==> config.mk <==
export PLATFORM = sky130hd
export DESIGN_NAME = video_input_unit
export DESIGN_NICKNAME = d
export VERILOG_FILES = /design/src/core/video_capture_pkg.sv /design/src/core/video_input_unit.sv /design/src/core/plane_buffer.sv
export SDC_FILE = /design/constraint.sdc
export NUM_CORES = 1
export LEC_CHECK = 0
export BUFFER_PORTS_ARGS = -buffer_cell sky130_fd_sc_hd__buf_2
export CORE_MARGIN = 1.5
export CORE_UTILIZATION = 60
export CTS_CLUSTER_SIZE = 16
export DETAILED_ROUTE_END_ITERATION = 10
export PLACE_DENSITY = 0.87
export SLEW_MARGIN = 20
export SYNTH_ARGS = -nofsm -noshare
export SYNTH_HDL_FRONTEND = slang
export SYNTH_SLANG_ARGS = --single-unit
==> constraint.sdc <==
create_clock -name mclk_i -period 7.9 [get_ports mclk_i]
set_clock_uncertainty 0.2 [all_clocks]
set_input_delay 0.395 -clock mclk_i [delete_from_list [all_inputs] [get_ports mclk_i]]
set_output_delay 0.395 -clock mclk_i [all_outputs]
set_load 0.01 [all_outputs]
==> src/core/video_capture_pkg.sv <==
// shared constants and types of the full-resolution video capture front end
`default_nettype none
package video_capture_pkg;
  // control word layout
  localparam logic [31:0] SOFT_RESET_WORD    = 32'h0008_0000;
  localparam int          CTL_CAPTURE_BIT    = 0;
  localparam int          CTL_SITING_BIT     = 1;
  localparam int          CTL_LOOPBACK_BIT   = 2;
  localparam int          CTL_KEEP_AWAKE_BIT = 3;
  localparam logic [31:0] CTL_RESET_VALUE    = 32'h0000_0000;
  // clock setup word layout
  localparam int          CLK_SELECT_BIT     = 0;
  localparam int          CLK_DIVIDER_LSB    = 8;
  localparam int          CLK_DIVIDER_W      = 8;
  localparam logic [31:0] CLK_RESET_VALUE    = 32'h0000_0000;
  // timing reference bytes and chroma saturation limits
  localparam logic [7:0]  TRS_FIRST          = 8'hFF;
  localparam logic [7:0]  TRS_ZERO           = 8'h00;
  localparam logic [7:0]  CHROMA_MIN         = 8'h01;
  localparam logic [7:0]  CHROMA_MAX         = 8'hFF;
  // status widths
  localparam int          PIXEL_INDEX_W      = 11;
  localparam int          LINE_INDEX_W       = 10;
  // output plane codes
  typedef enum logic [1:0] {
    PLANE_Y = 2'h0,
    PLANE_U = 2'h1,
    PLANE_V = 2'h2
  } plane_type;
  typedef struct packed {
    plane_type  plane;
    logic [7:0] sample;
  } plane_word_type;
  // line framing states
  typedef enum logic [2:0] {
    ST_BLANK  = 3'b001,
    ST_ACTIVE = 3'b010,
    ST_FLUSH  = 3'b100
  } line_state_type;
endpackage
`default_nettype wire

==> src/core/video_input_unit.sv <==
// full-resolution CCIR656 capture front end with clocking, reset and status
// Functional notes
// - power down with the chip unless keep-awake is set
// - with keep-awake, keep capturing and wake the host on interrupt events
// - control word 0x00080000 or the reset pin resets the unit
// - reset clears control, status and clock setup registers
// - external clock mode: pin is input, sampled via synchronizers, divider ignored
// - loopback with external clock uses the output unit's clock
// - internal mode drives the pin at core clock over divider
// - split stream from data pins into separate Y, U, V planes
// - co-sited mode passes chroma unchanged
// - interspersed mode filters chroma with taps -1 13 5 -1 over 16
// - filtered chroma saturates to 01h..FFh
// - mirror samples around first and last pixel of the line
// - first mirror pixel is the first U Y V group after SAV
// - EAV with multiple bit errors still ends the line and mirrors
// - correct single SAV errors, ignore double-error SAV codes
// - pixel index clears after SAV and counts later luma samples
// - line index clears on first V=0 SAV after V=1, else increments
// - second-field flag follows F of every decoded SAV
// - data valid qualifies each sampling edge
// - loopback only switches the input multiplexer
`default_nettype none
module video_input_unit
  import video_capture_pkg::*;
#(
  parameter int PIX_W = PIXEL_INDEX_W,
  parameter int LIN_W = LINE_INDEX_W,
  parameter int BUF_DEPTH = 2
) (
  // clock and reset
  input  wire logic              mclk_i,
  input  wire logic              resetn_i,
  // chip power management
  input  wire logic              global_power_down_i,
  input  wire logic              irq_event_i,
  output var  logic              power_down_o,
  output var  logic              wake_host_o,
  // register writes
  input  wire logic              control_write_i,
  input  wire logic [31:0]       control_word_i,
  input  wire logic              clock_write_i,
  input  wire logic [31:0]       clock_word_i,
  // video pins
  input  wire logic              video_clock_pin_i,
  output var  logic              video_clock_pin_o,
  output var  logic              video_clock_pin_oe_o,
  input  wire logic [7:0]        video_data_pins_i,
  input  wire logic              data_valid_pin_i,
  // output unit pins for loopback
  input  wire logic              loop_clock_i,
  input  wire logic [7:0]        loop_data_i,
  input  wire logic              loop_valid_i,
  // plane stream
  output var  logic              plane_valid_o,
  output var  plane_word_type    plane_word_o,
  input  wire logic              plane_ready_i,
  // status
  output var  logic [PIX_W-1:0]  pixel_index_o,
  output var  logic [LIN_W-1:0]  line_index_o,
  output var  logic              second_field_flag_o,
  output var  logic              overflow_o
);
  localparam int SYNC_W = 20;

  // decodes a status byte: {ok, f, v, h}
  function automatic logic [3:0] decode_trs(input logic [7:0] b);
    logic [3:0] res;
    logic [6:0] cw;
    logic [2:0] fvh;
    res = {1'b0, b[6:4]};
    for (int i = 0; i < 8; i++) begin
      fvh = 3'(i);
      cw  = {fvh, fvh[1] ^ fvh[0], fvh[2] ^ fvh[0], fvh[2] ^ fvh[1], ^fvh};
      if ($countones(cw ^ b[6:0]) <= 1) begin
        res = {1'b1, fvh};
      end
    end
    return res;
  endfunction

  function automatic logic [7:0] chroma_tap(input logic [7:0] a, input logic [7:0] b,
                                            input logic [7:0] c, input logic [7:0] d);
    logic signed [14:0] acc;
    logic signed [14:0] sh;
    acc = $signed({7'h00, b}) * 15'sh00D + $signed({7'h00, c}) * 15'sh005
        - $signed({7'h00, a}) - $signed({7'h00, d});
    sh  = acc >>> 4;
    if (sh < $signed({7'h00, CHROMA_MIN})) begin
      return CHROMA_MIN;
    end else if (sh > $signed({7'h00, CHROMA_MAX})) begin
      return CHROMA_MAX;
    end
    return sh[7:0];
  endfunction

  logic                     rst_s1_q;
  logic                     rst_s2_q;
  logic                     rst_n;
  logic [SYNC_W-1:0]        sync1_q;
  logic [SYNC_W-1:0]        sync2_q;
  logic                     soft_rst;
  logic [31:0]              control_q;
  logic [31:0]              control_d;
  logic [31:0]              clock_setup_q;
  logic [31:0]              clock_setup_d;
  logic                     power_down_q;
  logic                     power_down_d;
  logic                     wake_q;
  logic                     wake_d;
  logic                     clk_prev_q;
  logic                     clk_prev_d;
  logic [CLK_DIVIDER_W-1:0] div_cnt_q;
  logic [CLK_DIVIDER_W-1:0] div_cnt_d;
  logic [CLK_DIVIDER_W-1:0] div_eff;
  logic                     vclk_q;
  logic                     vclk_d;
  logic                     rise_q;
  logic                     rise_d;
  logic                     internal_clock_select;
  logic                     loopback;
  logic                     clk_sel;
  logic                     valid_sel;
  logic [7:0]               data_sel;
  logic                     strobe;
  logic                     take;

  // reset release
  always_ff @(posedge mclk_i or negedge resetn_i) begin
    if (!resetn_i) begin
      rst_s1_q <= 1'b0;
      rst_s2_q <= 1'b0;
    end else begin
      rst_s1_q <= 1'b1;
      rst_s2_q <= rst_s1_q;
    end
  end
  assign rst_n = rst_s2_q;

  // pin synchronizers
  always_ff @(posedge mclk_i or negedge rst_n) begin
    if (!rst_n) begin
      sync1_q <= '0;
      sync2_q <= '0;
    end else begin
      sync1_q <= {loop_clock_i, loop_valid_i, loop_data_i,
                  video_clock_pin_i, data_valid_pin_i, video_data_pins_i};
      sync2_q <= sync1_q;
    end
  end

  assign soft_rst              = control_write_i && (control_word_i == SOFT_RESET_WORD);
  assign internal_clock_select = clock_setup_q[CLK_SELECT_BIT];
  assign loopback              = control_q[CTL_LOOPBACK_BIT];
  assign clk_sel   = loopback ? sync2_q[19] : sync2_q[9];
  assign valid_sel = loopback ? sync2_q[18] : sync2_q[8];
  assign data_sel  = loopback ? sync2_q[17:10] : sync2_q[7:0];
  assign div_eff   = (clock_setup_q[CLK_DIVIDER_LSB +: CLK_DIVIDER_W] < 8'h02) ? 8'h02
                   : clock_setup_q[CLK_DIVIDER_LSB +: CLK_DIVIDER_W];

  // control, clock setup, power and clock generation
  always_comb begin
    control_d     = control_q;
    clock_setup_d = clock_setup_q;
    if (control_write_i) begin
      control_d = control_word_i;
    end
    if (clock_write_i) begin
      clock_setup_d = clock_word_i;
    end
    power_down_d = global_power_down_i & ~control_q[CTL_KEEP_AWAKE_BIT];
    wake_d = global_power_down_i & control_q[CTL_KEEP_AWAKE_BIT] & irq_event_i;
    clk_prev_d = clk_sel;
    if (internal_clock_select) begin
      div_cnt_d = (div_cnt_q >= div_eff - 8'h01) ? 8'h00 : div_cnt_q + 8'h01;
    end else begin
      div_cnt_d = 8'h00;
    end
    vclk_d = internal_clock_select && (div_cnt_d < (div_eff >> 1));
    rise_d = internal_clock_select && (div_cnt_d == 8'h00);
    if (soft_rst) begin
      control_d     = CTL_RESET_VALUE;
      clock_setup_d = CLK_RESET_VALUE;
      div_cnt_d     = 8'h00;
      vclk_d        = 1'b0;
      rise_d        = 1'b0;
    end
  end

  always_ff @(posedge mclk_i or negedge rst_n) begin
    if (!rst_n) begin
      control_q     <= CTL_RESET_VALUE;
      clock_setup_q <= CLK_RESET_VALUE;
      power_down_q  <= 1'b0;
      wake_q        <= 1'b0;
      clk_prev_q    <= 1'b0;
      div_cnt_q     <= 8'h00;
      vclk_q        <= 1'b0;
      rise_q        <= 1'b0;
    end else begin
      control_q     <= control_d;
      clock_setup_q <= clock_setup_d;
      power_down_q  <= power_down_d;
      wake_q        <= wake_d;
      clk_prev_q    <= clk_prev_d;
      div_cnt_q     <= div_cnt_d;
      vclk_q        <= vclk_d;
      rise_q        <= rise_d;
    end
  end

  assign strobe = internal_clock_select ? rise_q : (clk_sel & ~clk_prev_q);
  assign take   = strobe & valid_sel & ~power_down_q;

  // stream parser state
  line_state_type      state_q;
  line_state_type      state_d;
  logic [1:0]          pre_q;
  logic [1:0]          pre_d;
  logic [1:0]          phase_q;
  logic [1:0]          phase_d;
  logic [PIX_W-1:0]    pix_q;
  logic [PIX_W-1:0]    pix_d;
  logic [LIN_W-1:0]    line_q;
  logic [LIN_W-1:0]    line_d;
  logic                field_q;
  logic                field_d;
  logic                last_v_q;
  logic                last_v_d;
  logic                first_y_q;
  logic                first_y_d;
  logic [7:0]          hist_q [2][3];
  logic [7:0]          hist_d [2][3];
  logic [1:0]          ccnt_q [2];
  logic [1:0]          ccnt_d [2];
  logic [1:0]          flush_q;
  logic [1:0]          flush_d;
  logic                overflow_q;
  logic                overflow_d;
  logic                emit;
  plane_word_type      emit_word;
  logic                buf_ready;
  logic                siting;
  logic                capture_on;
  logic [3:0]          dec;
  logic                chan;

  assign siting     = control_q[CTL_SITING_BIT];
  assign capture_on = control_q[CTL_CAPTURE_BIT];

  always_comb begin
    state_d   = state_q;
    pre_d     = pre_q;
    phase_d   = phase_q;
    pix_d     = pix_q;
    line_d    = line_q;
    field_d   = field_q;
    last_v_d  = last_v_q;
    first_y_d = first_y_q;
    hist_d    = hist_q;
    ccnt_d    = ccnt_q;
    flush_d   = flush_q;
    overflow_d = overflow_q;
    emit      = 1'b0;
    emit_word = '{plane: PLANE_Y, sample: 8'h00};
    dec       = decode_trs(data_sel);
    chan      = phase_q[1];
    if (state_q == ST_FLUSH) begin
      if (buf_ready || !capture_on) begin
        emit = 1'b1;
        emit_word.plane = flush_q[0] ? PLANE_V : PLANE_U;
        if (!flush_q[1]) begin
          emit_word.sample = chroma_tap(hist_q[flush_q[0]][2], hist_q[flush_q[0]][1],
                                        hist_q[flush_q[0]][0], hist_q[flush_q[0]][1]);
        end else begin
          emit_word.sample = chroma_tap(hist_q[flush_q[0]][1], hist_q[flush_q[0]][0],
                                        hist_q[flush_q[0]][1], hist_q[flush_q[0]][2]);
        end
        flush_d = flush_q + 2'h1;
        if (flush_q == 2'h3) begin
          state_d = ST_BLANK;
        end
      end
    end
    if (take) begin
      if (pre_q == 2'h3) begin
        pre_d = 2'h0;
        if (dec[3] && !dec[0]) begin
          state_d   = ST_ACTIVE;
          phase_d   = 2'h0;
          pix_d     = '0;
          first_y_d = 1'b1;
          field_d   = dec[2];
          line_d    = (!dec[1] && last_v_q) ? '0 : line_q + 1'b1;
          last_v_d  = dec[1];
          ccnt_d[0] = 2'h0;
          ccnt_d[1] = 2'h0;
        end else if ((dec[3] ? dec[0] : data_sel[4]) && state_q == ST_ACTIVE) begin
          flush_d = 2'h0;
          state_d = (siting && ccnt_q[0] == 2'h3 && ccnt_q[1] == 2'h3) ? ST_FLUSH
                  : ST_BLANK;
        end
      end else if (data_sel == TRS_FIRST) begin
        pre_d = 2'h1;
      end else if (pre_q != 2'h0 && data_sel == TRS_ZERO) begin
        pre_d = pre_q + 2'h1;
      end else begin
        pre_d = 2'h0;
        if (state_q == ST_ACTIVE) begin
          phase_d = phase_q + 2'h1;
          if (phase_q[0]) begin
            emit      = 1'b1;
            emit_word = '{plane: PLANE_Y, sample: data_sel};
            first_y_d = 1'b0;
            if (!first_y_q) begin
              pix_d = pix_q + 1'b1;
            end
          end else begin
            if (!siting) begin
              emit = 1'b1;
              emit_word = '{plane: chan ? PLANE_V : PLANE_U, sample: data_sel};
            end else if (ccnt_q[chan] >= 2'h2) begin
              emit = 1'b1;
              emit_word.plane  = chan ? PLANE_V : PLANE_U;
              emit_word.sample = chroma_tap((ccnt_q[chan] == 2'h2) ? hist_q[chan][0]
                                            : hist_q[chan][2], hist_q[chan][1],
                                            hist_q[chan][0], data_sel);
            end
            hist_d[chan][2] = hist_q[chan][1];
            hist_d[chan][1] = hist_q[chan][0];
            hist_d[chan][0] = data_sel;
            if (ccnt_q[chan] != 2'h3) begin
              ccnt_d[chan] = ccnt_q[chan] + 2'h1;
            end
          end
        end
      end
    end
    if (emit && capture_on && !buf_ready) begin
      overflow_d = 1'b1;
    end
    if (soft_rst) begin
      state_d    = ST_BLANK;
      pre_d      = 2'h0;
      phase_d    = 2'h0;
      pix_d      = '0;
      line_d     = '0;
      field_d    = 1'b0;
      last_v_d   = 1'b0;
      first_y_d  = 1'b0;
      flush_d    = 2'h0;
      overflow_d = 1'b0;
      emit       = 1'b0;
    end
  end

  always_ff @(posedge mclk_i or negedge rst_n) begin
    if (!rst_n) begin
      state_q    <= ST_BLANK;
      pre_q      <= 2'h0;
      phase_q    <= 2'h0;
      pix_q      <= '0;
      line_q     <= '0;
      field_q    <= 1'b0;
      last_v_q   <= 1'b0;
      first_y_q  <= 1'b0;
      flush_q    <= 2'h0;
      overflow_q <= 1'b0;
      for (int c = 0; c < 2; c++) begin
        ccnt_q[c] <= 2'h0;
        for (int k = 0; k < 3; k++) begin
          hist_q[c][k] <= 8'h00;
        end
      end
    end else begin
      state_q    <= state_d;
      pre_q      <= pre_d;
      phase_q    <= phase_d;
      pix_q      <= pix_d;
      line_q     <= line_d;
      field_q    <= field_d;
      last_v_q   <= last_v_d;
      first_y_q  <= first_y_d;
      flush_q    <= flush_d;
      overflow_q <= overflow_d;
      ccnt_q     <= ccnt_d;
      hist_q     <= hist_d;
    end
  end

  plane_buffer #(
    .WIDTH ($bits(plane_word_type)),
    .DEPTH (BUF_DEPTH)
  ) u_plane_buffer (
    .clk_i     (mclk_i),
    .rst_n_i   (rst_n),
    .s_valid_i (emit & capture_on),
    .s_data_i  (emit_word),
    .s_ready_o (buf_ready),
    .m_valid_o (plane_valid_o),
    .m_data_o  (plane_word_o),
    .m_ready_i (plane_ready_i)
  );

  assign power_down_o         = power_down_q;
  assign wake_host_o          = wake_q;
  assign video_clock_pin_o    = vclk_q;
  assign video_clock_pin_oe_o = internal_clock_select;
  assign pixel_index_o        = pix_q;
  assign line_index_o         = line_q;
  assign second_field_flag_o  = field_q;
  assign overflow_o           = overflow_q;
endmodule
`default_nettype wire

==> src/core/plane_buffer.sv <==
// shift-register buffer with valid and ready on both sides
`default_nettype none
module plane_buffer
  import video_capture_pkg::*;
#(
  parameter int WIDTH = 10,
  parameter int DEPTH = 2
) (
  // clock and reset
  input  wire logic             clk_i,
  input  wire logic             rst_n_i,
  // filling side
  input  wire logic             s_valid_i,
  input  wire logic [WIDTH-1:0] s_data_i,
  output var  logic             s_ready_o,
  // draining side
  output var  logic             m_valid_o,
  output var  logic [WIDTH-1:0] m_data_o,
  input  wire logic             m_ready_i
);
  logic [WIDTH-1:0] mem_q [DEPTH];
  logic [WIDTH-1:0] mem_d [DEPTH];
  logic [DEPTH-1:0] valid_q;
  logic [DEPTH-1:0] valid_d;
  logic             push;
  logic             pop;
  logic             placed;

  always_comb begin
    pop  = valid_q[0] & m_ready_i;
    push = s_valid_i & ~valid_q[DEPTH-1];
    placed = 1'b0;
    for (int i = 0; i < DEPTH; i++) begin
      mem_d[i]   = mem_q[i];
      valid_d[i] = valid_q[i];
    end
    if (pop) begin
      for (int i = 0; i < DEPTH - 1; i++) begin
        mem_d[i]   = mem_q[i+1];
        valid_d[i] = valid_q[i+1];
      end
      valid_d[DEPTH-1] = 1'b0;
    end
    if (push) begin
      for (int i = 0; i < DEPTH; i++) begin
        if (!valid_d[i] && !placed) begin
          mem_d[i]   = s_data_i;
          valid_d[i] = 1'b1;
          placed     = 1'b1;
        end
      end
    end
  end

  always_ff @(posedge clk_i or negedge rst_n_i) begin
    if (!rst_n_i) begin
      valid_q <= '0;
      for (int i = 0; i < DEPTH; i++) begin
        mem_q[i] <= '0;
      end
    end else begin
      valid_q <= valid_d;
      for (int i = 0; i < DEPTH; i++) begin
        mem_q[i] <= mem_d[i];
      end
    end
  end

  assign s_ready_o = ~valid_q[DEPTH-1];
  assign m_valid_o = valid_q[0];
  assign m_data_o  = mem_q[0];
endmodule
`default_nettype wire

==> impl_metrics.json <==
{
  "cp-endpoint": "u_plane_buffer.mem_q[1]",
  "multi_input_area_um2": 10300,
  "period_needed_ns": 7.53,
  "syn_inst": 1617,
  "grt_pass1_vias": 12900,
  "cts_tree": "done",
  "drive_above_1_share": 0.143,
  "yosys.area.top_type": "dfrtp_1",
  "root_buffer": "clkbuf_16",
  "netlist.area_leader.share": 0.278,
  "ys_warn_count": 0,
  "cap_violations": 0,
  "seqCellArea_um2": 4410,
  "clock-sinks": 176,
  "overflow": 0,
  "start_kind": "flop",
  "drtIter0Drc": 975,
  "hp-class": "in2reg",
  "relSlewSlack": 0.278,
  "hold_depth": 3,
  "fmax_mhz": 133,
  "clkSlewWorstSetupHoldPaths_ns": 0.09,
  "async_reset_ff_frac": 1.00,
  "drc": 0,
  "fp.dieH_um": 165,
  "totalWireLength_um": 38500,
  "synth_common_cells": "230 x inv_1, 175 x dfrtp_1, 168 x ha_1, 115 x nor2_1, 112 x fa_1",
  "setup_viol": 0,
  "synth-seq-cells": 176,
  "vias_per_cell": 6.05,
  "cts_buffers": 17,
  "fin_nets": 2118,
  "rows": 59,
  "grt_max_degree": 75,
  "worstSetupStartpoint": "phase_q[1]",
  "grt_usage": 0.292,
  "via_count": 12700,
  "synth_nets": 1988,
  "place_congestion": 0.911,
  "end_kind": "flop",
  "area_growth_syn_to_layout_pct": 11.8,
  "synth_most_common_cell": "inv_1",
  "min_period_over_period": 0.953,
  "ys_seq_area_frac": 0.279,
  "required_ns": 8.01,
  "antenna_found_initial": 0,
  "r2r-start": "phase_q[1]",
  "rrSetupSlack_ns": 0.37,
  "hpwl_um": 28600,
  "num_antenna_cells": 0,
  "io_buffer_count": 105,
  "synth_area_per_cell_um2": 9.75,
  "die_w_um": 165,
  "critPathArrivalTime_ns": 7.64,
  "ys_types": 91,
  "die_area_um2": 27300,
  "clock_latency_ns": 0.44,
  "dpl_cell_area_um2": 16700,
  "core_um2": 25900,
  "maxSlewViolCount": 0,
  "postLayoutCellArea_um2": 17600,
  "rr_endpoint": "u_plane_buffer.mem_q[1]",
  "synth_enable_flop_cells": 0,
  "rsz0062_at_grt": "no",
  "crit_path_max_fanout": 29,
  "fillerInstances": 1872,
  "netlist_area_um2": 15800,
  "first_pass_iters": 6,
  "synth_flop_cell": "dfrtp_1",
  "synth_area_leaders": "dfrtp_1 28%, fa_1 14%, ha_1 13%, inv_1 5.5%, mux2i_1 3.6%",
  "clockBufferDepth": 2,
  "start_util": 0.609,
  "grt_pass1_wl_um": 62300,
  "rr_worst_depth": 26,
  "wl_per_cell_um": 18.4,
  "critPathKind": "reg2reg",
  "status": "finished clean",
  "tightest_slew_ns": 1.08,
  "drtAntennaViolNets": 0,
  "hold_violations": 0,
  "htreeDepth": 4,
  "final.setup.tns_ns": 0,
  "ios": 129
}
==> area by class of cell <==
cell class / instances / area share
multi-input cells: 1161 / 0.582
flip-flops and latches: 176 / 0.250
repair buffers: 161 / 0.0579
inverters: 230 / 0.0490
clock buffers: 17 / 0.0241
well taps: 335 / 0.0238
clock inverters: 15 / 0.0131
==> worst min-delay path by stage <==
stage | start | to | slack (ns)
final | clock_word_i[12] | clock_setup_q[12] | 0.01
after global routing | control_word_i[0] | control_q[0] | 0.02
after CTS | clock_word_i[12] | clock_setup_q[12] | 0.0006
after detailed placement | resetn_i | rst_s1_q | -0.02
after global placement | resetn_i | rst_s1_q | -0.02
after floorplan | resetn_i | rst_n | -0.10
==> state kept, by name, summed over array words and instances, names as in the netlist, 3 cells and up <==
name,flops
clock_setup_q,9
ccnt_q,4
u_plane_buffer.mem_q,10
u_plane_buffer.m_data_o,10
hist_q,48
pixel_index_o,11
state_q,3
control_q,4
sync2_q,20
sync1_q,20
line_index_o,10
div_cnt_q,8
==> layout by cell type, fill, tap and decap left out, drive strengths merged, types with 22 or more instances in the layout <==
cell type	netlist	final
a21o	27	27
a21oi	89	89
and3	23	23
buf	30	133
dfrtp	175	175
dlygate4sd3	0	28
fa	112	112
ha	168	168
inv	230	237
mux2	52	52
mux2i	59	59
nand2	64	64
nand2b	22	22
nand3	31	31
nor2	116	116
nor3	38	38
o21ai	65	65
xnor2	30	30
xor2	26	26
==> metal layers <==
metal,GRT usage,wire (µm),vias to the layer above
met3,0.0485,2480,125
met2,0.509,19400,526
met1,0.360,15300,6188
met4,0.121,1290,0
li1,-,-,5829
met5,0,0,-
==> cells by family (layout without fill, tap and decap cells) <==
| logic type | Yosys count | after routing | synth area share |
|---|---|---|---|
| AO/OA/AOI/OAI | 321 | 321 | 0.139 |
| XOR/XNOR | 56 | 56 | 0.0311 |
| adder cells (fa/ha/maj) | 280 | 280 | 0.275 |
| buffers and inverters | 280 | 423 | 0.0714 |
| flip-flops | 176 | 176 | 0.279 |
| multiplexers | 111 | 111 | 0.0766 |
| other | 1 | 1 | 0.000238 |
| AND/OR/NAND/NOR | 392 | 392 | 0.127 |
==> what timing repair did <==
item	in CTS	in global routing
hold buffers	28	0
endpoints found under the setup margin	0	10
buffers inserted	0	0
resized for setup	0	4
hold endpoints to repair	29	0
==> critical path, stage by stage (launching register included) <==
cell and delay, ns:
dfrtp_1 0.57, buf_6 0.36, mux2_2 0.44, inv_1 0.11, fa_1 0.42, inv_1 0.08, fa_1 0.44, fa_1 0.55
inv_1 0.06, fa_1 0.53, inv_1 0.05, ha_1 0.36, a21oi_1 0.10, o22ai_1 0.28, nor2_1 0.10, xnor2_1 0.14
ha_1 0.37, and3_1 0.22, a221oi_1 0.28, o21ai_1 0.19, a221oi_4 0.33, nand3_1 0.26, o21bai_1 0.20, a2111oi_0 0.15
buf_4 0.22, a21oi_1 0.22, a21oi_1 0.10
==> through the flow <==
step	setup WS, ns	hold WS [ns]	util	instances
finish	0.374	0.0127	0.680	2095
global route	0.0511	0.0197	0.680	2095
CTS	0.216	0.000588	0.680	2095
detailed placement	0.227	-0.0179	0.643	2035
global placement	0.501	-0.0189	0.643	2035
floorplan	0.298	-0.101	-	1617
Power is not shown: default switching activity piles up to over one toggle a cycle in this logic, so the estimate is an artifact.
